## config.mk

```make
export PLATFORM = sky130hd
export DESIGN_NAME = card_detect_thresholds
export DESIGN_NICKNAME = d
export VERILOG_FILES = /design/src/card_detect_pkg.sv /design/src/border_compare.sv /design/src/card_detect_thresholds.sv
export SDC_FILE = /design/constraint.sdc
export NUM_CORES = 1
export LEC_CHECK = 0
export ABC_AREA = 1
export ABC_CLOCK_PERIOD_IN_PS = 4800
export BUFFER_PORTS_ARGS = -buffer_cell sky130_fd_sc_hd__buf_2
export CORE_ASPECT_RATIO = 0.75
export CORE_UTILIZATION = 35
export DETAILED_ROUTE_END_ITERATION = 6
export GPL_ROUTABILITY_DRIVEN = 0
export HOLD_SLACK_MARGIN = 0.15
export SLEW_MARGIN = 20
export SYNTH_ARGS = -nofsm -noshare
export SYNTH_HDL_FRONTEND = slang
export SYNTH_SLANG_ARGS = --single-unit
```

## constraint.sdc

```tcl
create_clock -name clk -period 4.8 [get_ports clk]
set_clock_uncertainty 0.2 [all_clocks]
set_input_delay 0 -clock clk [delete_from_list [all_inputs] [get_ports clk]]
set_output_delay 0 -clock clk [all_outputs]
set_load 0.005 [all_outputs]
```

## src/card_detect_pkg.sv

```systemverilog
package card_detect_pkg;

    localparam int unsigned ADDR_W = 8;
    localparam int unsigned DATA_W = 8;
    localparam int unsigned MEAS_W = 6;

    // Register offsets
    localparam logic [7:0] OFS_Q_LOW_BORDER  = 8'h3f;
    localparam logic [7:0] OFS_Q_HIGH_BORDER = 8'h40;
    localparam logic [7:0] OFS_I_LOW_BORDER  = 8'h41;
    localparam logic [7:0] OFS_RESULT_I      = 8'h42;
    localparam logic [7:0] OFS_RESULT_Q      = 8'h43;
    localparam logic [7:0] OFS_IRQ_STATUS    = 8'h48;
    localparam logic [7:0] OFS_IRQ_MASK      = 8'h49;

    // Field positions
    localparam int unsigned BORDER_LSB   = 0;
    localparam int unsigned UPPER_PART_LSB = 6;
    localparam int unsigned SUPPRESS_BIT = 6;
    localparam int unsigned DETECT_BIT   = 0;
    localparam int unsigned RUN_DONE_BIT = 1;
    localparam int unsigned IRQ_W        = 2;

    // Reset values
    localparam logic [7:0] RST_BORDER    = 8'h00;
    localparam logic [5:0] RST_RESULT    = 6'h00;
    localparam logic [1:0] RST_IRQ       = 2'h0;

    typedef struct packed {
        logic [5:0] i_meas;
        logic [5:0] q_meas;
    } meas_t;

    typedef struct packed {
        logic [5:0] i_upper;
        logic [5:0] i_lower;
        logic [5:0] q_upper;
        logic [5:0] q_lower;
    } borders_t;

endpackage

```

## src/border_compare.sv

```systemverilog
`timescale 1ns/1ns
module border_compare (
    input  card_detect_pkg::borders_t borders,
    input  card_detect_pkg::meas_t    meas,
    output logic                      violated
);
    always_comb begin
        violated = (meas.i_meas > borders.i_upper)   // RULE2
                 | (meas.q_meas > borders.q_lower)   // RULE4
                 | (meas.q_meas > borders.q_upper)   // RULE5
                 | (meas.i_meas < borders.i_lower);  // RULE6 RULE12
    end
endmodule

```

## src/card_detect_thresholds.sv

```systemverilog
// Chosen here: strobed register access.
`timescale 1ns/1ns
// What this block does
// (RULE1) I upper border built from bits 7:6 of Q low, Q high, I low registers.
// (RULE2) I result above I upper border raises a detection request.
// (RULE3) Request sets the detection flag in the interrupt status register.
// (RULE4) Q result above the Q lower border field raises a request.
// (RULE5) Q result above the Q upper border raises a request.
// (RULE6) I result below the I lower border raises a request.
// (RULE7) Last I result readable in bits 5:0; bits 7:6 read zero.
// (RULE8) Last Q result readable in bits 5:0; bit 7 reads zero.
// (RULE9) Suppress bit blocks further requests until the next run starts.
// (RULE10) Software may set suppress after handling a detection.
// (RULE11) Results update at run end and hold until the next run ends.
// (RULE12) Borders are checked once per completed run; any violation suffices.
module card_detect_thresholds (
    input  wire logic                clk,
    input  wire logic                rst,
    input  wire logic [7:0]          addr,
    input  wire logic [7:0]          wdata,
    input  wire logic                wr,
    input  wire logic                rd,
    output logic      [7:0]          rdata,
    input  wire logic                run_start,
    input  wire logic                run_done,
    input  card_detect_pkg::meas_t   meas,
    output logic                     irq
);
    logic [7:0]                 q_low_ff;
    logic [7:0]                 q_high_ff;
    logic [7:0]                 i_low_ff;
    logic [5:0]                 res_i_ff;
    logic [5:0]                 res_q_ff;
    logic                       suppress_ff;
    logic [1:0]                 status_ff;
    logic [1:0]                 mask_ff;
    logic [7:0]                 rdata_ff;
    card_detect_pkg::borders_t  borders;
    logic                       violated;
    logic                       detect_evt;
    logic [1:0]                 nxt_status;
    logic [7:0]                 nxt_rdata;
    logic                       wr_status;

    always_comb begin
        borders.i_upper = {q_low_ff[7:6], q_high_ff[7:6], i_low_ff[7:6]};  // RULE1
        borders.q_lower = q_low_ff[5:0];
        borders.q_upper = q_high_ff[5:0];
        borders.i_lower = i_low_ff[5:0];
    end

    border_compare u_cmp (
        .borders  (borders),
        .meas     (meas),
        .violated (violated)
    );

    // Evaluated only at run end, gated by suppress
    assign detect_evt = run_done & violated & ~suppress_ff;  // RULE9 RULE12

    always_ff @(posedge clk or posedge rst) begin
        if (rst) begin
            q_low_ff  <= card_detect_pkg::RST_BORDER;
            q_high_ff <= card_detect_pkg::RST_BORDER;
            i_low_ff  <= card_detect_pkg::RST_BORDER;
        end else if (wr) begin
            if (addr == card_detect_pkg::OFS_Q_LOW_BORDER) begin
                q_low_ff <= wdata;
            end
            if (addr == card_detect_pkg::OFS_Q_HIGH_BORDER) begin
                q_high_ff <= wdata;
            end
            if (addr == card_detect_pkg::OFS_I_LOW_BORDER) begin
                i_low_ff <= wdata;
            end
        end
    end

    always_ff @(posedge clk or posedge rst) begin
        if (rst) begin
            res_i_ff <= card_detect_pkg::RST_RESULT;
            res_q_ff <= card_detect_pkg::RST_RESULT;
        end else if (run_done) begin
            res_i_ff <= meas.i_meas;  // RULE11
            res_q_ff <= meas.q_meas;  // RULE11
        end
    end

    // Run start clears suppress; a write in the same cycle wins
    always_ff @(posedge clk or posedge rst) begin
        if (rst) begin
            suppress_ff <= 1'b0;
        end else if (wr && addr == card_detect_pkg::OFS_RESULT_Q) begin
            suppress_ff <= wdata[card_detect_pkg::SUPPRESS_BIT];  // RULE10
        end else if (run_start) begin
            suppress_ff <= 1'b0;  // RULE9
        end
    end

    assign wr_status = wr && addr == card_detect_pkg::OFS_IRQ_STATUS;

    // Set wins over write-one-to-clear
    always_comb begin
        nxt_status = status_ff;
        if (wr_status) begin
            nxt_status = status_ff & ~wdata[1:0];
        end
        if (detect_evt) begin
            nxt_status[card_detect_pkg::DETECT_BIT] = 1'b1;  // RULE3
        end
        if (run_done) begin
            nxt_status[card_detect_pkg::RUN_DONE_BIT] = 1'b1;
        end
    end

    always_ff @(posedge clk or posedge rst) begin
        if (rst) begin
            status_ff <= card_detect_pkg::RST_IRQ;
        end else begin
            status_ff <= nxt_status;
        end
    end

    always_ff @(posedge clk or posedge rst) begin
        if (rst) begin
            mask_ff <= card_detect_pkg::RST_IRQ;
        end else if (wr && addr == card_detect_pkg::OFS_IRQ_MASK) begin
            mask_ff <= wdata[1:0];
        end
    end

    assign irq = |(status_ff & mask_ff);

    always_comb begin
        nxt_rdata = 8'h00;
        unique case (addr)
            card_detect_pkg::OFS_Q_LOW_BORDER:  nxt_rdata = q_low_ff;
            card_detect_pkg::OFS_Q_HIGH_BORDER: nxt_rdata = q_high_ff;
            card_detect_pkg::OFS_I_LOW_BORDER:  nxt_rdata = i_low_ff;
            card_detect_pkg::OFS_RESULT_I:      nxt_rdata = {2'b00, res_i_ff};  // RULE7
            card_detect_pkg::OFS_RESULT_Q: begin
                nxt_rdata = {1'b0, suppress_ff, res_q_ff};  // RULE8
            end
            card_detect_pkg::OFS_IRQ_STATUS:    nxt_rdata = {6'h00, status_ff};
            card_detect_pkg::OFS_IRQ_MASK:      nxt_rdata = {6'h00, mask_ff};
            default:                            nxt_rdata = 8'h00;
        endcase
    end

    always_ff @(posedge clk or posedge rst) begin
        if (rst) begin
            rdata_ff <= 8'h00;
        end else if (rd) begin
            rdata_ff <= nxt_rdata;
        end else begin
            rdata_ff <= 8'h00;
        end
    end

    assign rdata = rdata_ff;

    a_detect_sets_flag: assert property (  // RULE3
        @(posedge clk) disable iff (rst)
        run_done && violated && !suppress_ff
        |=> status_ff[0])
        else $error("detection did not set flag");

    a_no_flag_idle: assert property (  // RULE12
        @(posedge clk) disable iff (rst)
        !run_done && !$past(status_ff[0]) && !status_ff[0]
        |=> !status_ff[0] || $past(run_done))
        else $error("flag set without run end");

    a_suppress_blocks: assert property (  // RULE9
        @(posedge clk) disable iff (rst)
        suppress_ff && !status_ff[0] && !wr_status
        |=> !status_ff[0])
        else $error("suppressed request raised");

    a_iupper_compare: assert property (  // RULE1
        @(posedge clk) disable iff (rst)
        run_done && !suppress_ff && meas.i_meas > {q_low_ff[7:6], q_high_ff[7:6], i_low_ff[7:6]}
        |=> status_ff[0])
        else $error("I upper border miss");

    a_ilow_compare: assert property (  // RULE6
        @(posedge clk) disable iff (rst)
        run_done && !suppress_ff && meas.i_meas < i_low_ff[5:0]
        |=> status_ff[0])
        else $error("I lower border miss");

    a_qhigh_compare: assert property (  // RULE5
        @(posedge clk) disable iff (rst)
        run_done && !suppress_ff && meas.q_meas > q_high_ff[5:0]
        |=> status_ff[0])
        else $error("Q upper border miss");

    a_qlow_compare: assert property (  // RULE4
        @(posedge clk) disable iff (rst)
        run_done && !suppress_ff && meas.q_meas > q_low_ff[5:0]
        |=> status_ff[0])
        else $error("Q lower border miss");

    a_result_hold: assert property (  // RULE11
        @(posedge clk) disable iff (rst)
        !run_done
        |=> $stable(res_i_ff) && $stable(res_q_ff))
        else $error("result changed outside run end");

    a_result_capture: assert property (  // RULE11
        @(posedge clk) disable iff (rst)
        run_done
        |=> res_i_ff == $past(meas.i_meas))
        else $error("I result not captured");

    a_read_reserved: assert property (  // RULE7
        @(posedge clk) disable iff (rst)
        rd && addr == card_detect_pkg::OFS_RESULT_I
        |=> rdata[7:6] == 2'h0)
        else $error("reserved I bits nonzero");

    a_read_q_bit7: assert property (  // RULE8
        @(posedge clk) disable iff (rst)
        rd && addr == card_detect_pkg::OFS_RESULT_Q
        |=> !rdata[7])
        else $error("reserved Q bit nonzero");

    a_start_clears: assert property (  // RULE9
        @(posedge clk) disable iff (rst)
        run_start && !(wr && addr == card_detect_pkg::OFS_RESULT_Q)
        |=> !suppress_ff)
        else $error("run start kept suppress");

    a_capture_q: assert property (  // RULE11
        @(posedge clk) disable iff (rst)
        run_done
        |=> res_q_ff == $past(meas.q_meas))
        else $error("Q result not captured");

    a_run_flag_set: assert property (  // RULE12
        @(posedge clk) disable iff (rst)
        run_done
        |=> status_ff[card_detect_pkg::RUN_DONE_BIT])
        else $error("run end flag not set");

    a_detect_w1c: assert property (  // RULE3
        @(posedge clk) disable iff (rst)
        wr_status && wdata[card_detect_pkg::DETECT_BIT] && !detect_evt
        |=> !status_ff[card_detect_pkg::DETECT_BIT])
        else $error("detection flag not cleared");

    a_run_flag_w1c: assert property (  // RULE3
        @(posedge clk) disable iff (rst)
        wr_status && wdata[card_detect_pkg::RUN_DONE_BIT] && !run_done
        |=> !status_ff[card_detect_pkg::RUN_DONE_BIT])
        else $error("run end flag not cleared");

    a_flag_sticky: assert property (  // RULE3
        @(posedge clk) disable iff (rst)
        status_ff[0] && !(wr_status && wdata[0])
        |=> status_ff[0])
        else $error("detection flag dropped");

    a_irq_follows: assert property (  // RULE3
        @(posedge clk) disable iff (rst)
        detect_evt && mask_ff[0] && !(wr && addr == card_detect_pkg::OFS_IRQ_MASK)
        |=> irq)
        else $error("unmasked detection without irq");

    a_read_q_low: assert property (  // RULE4
        @(posedge clk) disable iff (rst)
        rd && addr == card_detect_pkg::OFS_Q_LOW_BORDER
        |=> rdata == $past(q_low_ff))
        else $error("Q lower border readback wrong");

    a_read_q_high: assert property (  // RULE5
        @(posedge clk) disable iff (rst)
        rd && addr == card_detect_pkg::OFS_Q_HIGH_BORDER
        |=> rdata == $past(q_high_ff))
        else $error("Q upper border readback wrong");

    a_read_i_low: assert property (  // RULE6
        @(posedge clk) disable iff (rst)
        rd && addr == card_detect_pkg::OFS_I_LOW_BORDER
        |=> rdata == $past(i_low_ff))
        else $error("I lower border readback wrong");

    a_read_result_i: assert property (  // RULE7
        @(posedge clk) disable iff (rst)
        rd && addr == card_detect_pkg::OFS_RESULT_I
        |=> rdata[5:0] == $past(res_i_ff))
        else $error("I result readback wrong");

    a_read_result_q: assert property (  // RULE8
        @(posedge clk) disable iff (rst)
        rd && addr == card_detect_pkg::OFS_RESULT_Q
        |=> rdata[5:0] == $past(res_q_ff) && rdata[6] == $past(suppress_ff))
        else $error("Q result readback wrong");

    a_rdata_idle: assert property (  // RULE7
        @(posedge clk) disable iff (rst)
        !rd
        |=> rdata == 8'h00)
        else $error("read data outside read cycle");

    a_write_q_low: assert property (  // RULE1
        @(posedge clk) disable iff (rst)
        wr && addr == card_detect_pkg::OFS_Q_LOW_BORDER
        |=> q_low_ff == $past(wdata))
        else $error("Q lower border write lost");

    a_write_q_high: assert property (  // RULE5
        @(posedge clk) disable iff (rst)
        wr && addr == card_detect_pkg::OFS_Q_HIGH_BORDER
        |=> q_high_ff == $past(wdata))
        else $error("Q upper border write lost");

    a_write_i_low: assert property (  // RULE6
        @(posedge clk) disable iff (rst)
        wr && addr == card_detect_pkg::OFS_I_LOW_BORDER
        |=> i_low_ff == $past(wdata))
        else $error("I lower border write lost");

    a_suppress_write: assert property (  // RULE9
        @(posedge clk) disable iff (rst)
        wr && addr == card_detect_pkg::OFS_RESULT_Q
        |=> suppress_ff == $past(wdata[card_detect_pkg::SUPPRESS_BIT]))
        else $error("suppress write lost");

    a_suppress_hold: assert property (  // RULE9
        @(posedge clk) disable iff (rst)
        !run_start && !(wr && addr == card_detect_pkg::OFS_RESULT_Q)
        |=> $stable(suppress_ff))
        else $error("suppress changed without cause");

    a_border_hold: assert property (  // RULE1
        @(posedge clk) disable iff (rst)
        !wr
        |=> $stable(q_low_ff) && $stable(q_high_ff) && $stable(i_low_ff))
        else $error("border changed without write");

    c_detect: cover property (
        @(posedge clk) disable iff (rst)
        detect_evt ##1 irq);

    c_suppress: cover property (
        @(posedge clk) disable iff (rst)
        suppress_ff && run_done && violated);

    c_clear: cover property (
        @(posedge clk) disable iff (rst)
        status_ff[0] ##1 wr_status ##1 !status_ff[0]);

    c_clean_run: cover property (
        @(posedge clk) disable iff (rst)
        run_done && !violated);

    c_low_i: cover property (
        @(posedge clk) disable iff (rst)
        run_done && meas.i_meas < i_low_ff[5:0]);
endmodule

```

==> impl_metrics.ini <==
[grt]
gr-total-overflow = 0
grt_pass1_wl_mm = 12.5
grt_antenna_before_repair = 0
grt_pass1_vias = 2532
grt_max_degree = 50
track_usage = 0.187

[synthesis]
synthDistinctLibCells = 29
synth_enable_flop_cells = 0
synth_area_leaders = dfrtp_1 41%, nand2_1 14%, ha_1 9.7%
synthTopCellsByCount = 108 x nand2_1, 57 x inv_1, 49 x dfrtp_1
ys_warn_count = 0
synth_fp_nets = 441
synth_top_area_frac = 0.411
async_flop_share = 1.00
ys.flop_type = dfrtp_1
syn_area_mm2 = 0.00298
yosysMostFrequentCell = nand2_1
seq_area_frac_synth = 0.411
netlist.top_cell.by_area = dfrtp_1
ys_ff_latch = 49
avgSynthCellArea_um2 = 7.76
synth_cells = 384

[cts]
htree_levels = 2
cts_tree = yes
clock_latency_ps = 280
cts_buffers = 5
cts_sinks = 49
cts_resized = 0
path_clk_slew_ps = 60
cts_root_buf = clkbuf_16
cts_max_path_buffers = 2

[setup_path]
cp.arrival_ps = 3420
slowest_delay_ps = 550
r2r_start = suppress_ff$_DFFE_PP0P_
cp-startpoint = addr[5]
rrSetupSlack_ps = 2840
worst-setup-path-type = in -> reg
path_cells = dlygate4sd3_1, buf_2, nor2_1, dlygate4sd3_1, nand3_1, inv_2, nand2_1, clkinv_1, nand2_1, nand3_1, dlygate4sd3_1, o21ai_1, dlygate4sd3_1
r2r_end = suppress_ff$_DFFE_PP0P_
cp_data_required_time_ps = 4770
reg2reg_depth = 4
cpMostUsedCell = dlygate4sd3_1
endpoint = suppress_ff$_DFFE_PP0P_
path_max_fanout = 29
cp-start-kind = primary input
critPathSlowestCell = dlygate4sd3_1
worstSetupEndpointType = flip-flop

[detailed_routing]
wl_per_cell_um = 13.0
postRouteWirelength_mm = 7.63
drtIter0Drc = 127
vias_per_cell = 4.71
vias = 2763
route.detailed.drc = 0
antenna_left = 0
drt_first_pass_iters = 5

[floorplan]
pin_count = 43
start_util = 0.370
die_y_um = 81.9
core-area_mm2 = 0.00806
rows = 28
die-width_um = 109
dieArea_mm2 = 0.00890

[timing]
fin_crit_sh = 0.720
setup_tns_ps = 0
setup_viol = 0
hold_violations = 0
max_freq_mhz = 289
tightest_slew_ps = 848
min_period_ps = 3460
rsz0062_at_grt = no
max-slew-margin-rel = 0.434
final_max_slew_viol_count = 0

[layout]
diodes = 0
area_delta_synth_final_pct = 33.3
fillers = 820
finalNetCount = 539
layout-drive-gt1-share = 0.156

[place]
port_buffers = 42
dpl.hpwl_mm = 5.64

[pwr]
finalPower_mw = 0.947
ir_worst_vdd_mv = 0.145
p_per_area_mw_per_mm2 = 238
p_leak_nw = 1.98

[flow_run]
maxCapViolCount = 0

[outcome]
status = finished clean

[min_path]
min_path_type = in -> reg
hold_depth = 3
cell usage in the layout (no fill, tap or decap), types with 2 or more instances in the layout:
cell,netlist,layout
inv_1,57,56
o211ai_1,3,3
o21ai_1,18,18
o21ai_2,9,9
nor2_4,3,3
o21ai_0,10,10
nand2_2,4,4
nor2_2,2,2
ha_1,23,23
inv_2,3,3
clkbuf_16,0,5
nand2_1,108,108
dfrtp_1,49,49
a21oi_1,7,7
nand3_1,40,40
nor3_1,2,2
dlygate4sd3_1,0,57
buf_2,0,42
nor2_1,28,28
timing repair:
action                     4_1_cts  5_1_grt
buffers inserted                 0        0
setup endpoints to repair        0        0
hold buffers                    57        0
hold endpoints to repair        98        0
worst min path at each step:
stage	from	endpoint	slack, ps
2_1_floorplan	rd	rdata[7]$_DFF_PP0_	-100
3_3_place_gp	rd	rdata[7]$_DFF_PP0_	10
3_5_place_dp	rd	rdata[7]$_DFF_PP0_	20
4_1_cts	run_done	status_ff[1]$_DFFE_PP0P_	150
5_1_grt	run_done	res_i_ff[3]$_DFFE_PP0P_	210
6_report	run_done	status_ff[1]$_DFFE_PP0P_	130
where the power goes:
group | leakage [nW] | switching (mW) | internal, mW | total, mW
Sequential | 0.648 | 0.0142 | 0.433 | 0.447
Combinational | 1.27 | 0.0843 | 0.0723 | 0.157
Clock | 0.0700 | 0.139 | 0.205 | 0.344
state kept, by name (all words and copies together) (netlist names):
signal	flops
q_high_ff	8
q_low_ff	8
mask_ff	2
res_q_ff	6
rdata	8
status_ff	2
suppress_ff	1
i_low_ff	8
res_i_ff	6
routing by layer:
layer	share of wire	track usage	up-vias
met3	0.064	0.0341	5
met2	0.43	0.294	67
met1	0.50	0.268	1273
met5	0	0	-
met4	0.0060	0.0365	0
li1	-	-	1418
cell families after synthesis:
| kind of cell | Yosys count | share of synthesized area |
|---|---|---|
| buffers and inverters | 69 | 0.0982 |
| AOI/OAI and AO/OA | 51 | 0.103 |
| DFF | 49 | 0.411 |
| and+or+nand+nor | 192 | 0.291 |
| adders and majority gates | 23 | 0.0965 |
worst max-delay path: cells and delay by family:
kind,cells,cell delay (ps)
AO/OA/AOI/OAI,1,50
buffers and inverters,7,2800
AND/OR/NAND/NOR,5,540
per-stage QoR:
| stage | setup slack [ps] | hold slack, ps | utilization | cells | area (um2) |
|---|---|---|---|---|---|
| 3_5_place_dp | 3020 | 20.5 | 0.405 | 523 | 3260 |
| 6_report | 1340 | 127 | 0.493 | 587 | 3970 |
| 5_1_grt | 1110 | 208 | 0.493 | 587 | 3970 |
| 3_3_place_gp | 3070 | 11.6 | 0.405 | 523 | 3260 |
| 4_1_cts | 1400 | 154 | 0.493 | 587 | 3970 |
| 2_1_floorplan | 3290 | -96.1 | - | 384 | 2980 |
final cells by class:
cell class	count	area [um2]	area share
Timing Repair Buffer	99	781	0.196
Inverter	61	230	0.0579
Sequential cell	49	1230	0.309
Tap cell	105	131	0.0331
Clock buffer	7	143	0.0359
Multi-Input combinational cell	266	1460	0.368
Power figures use the tool's default switching activity.
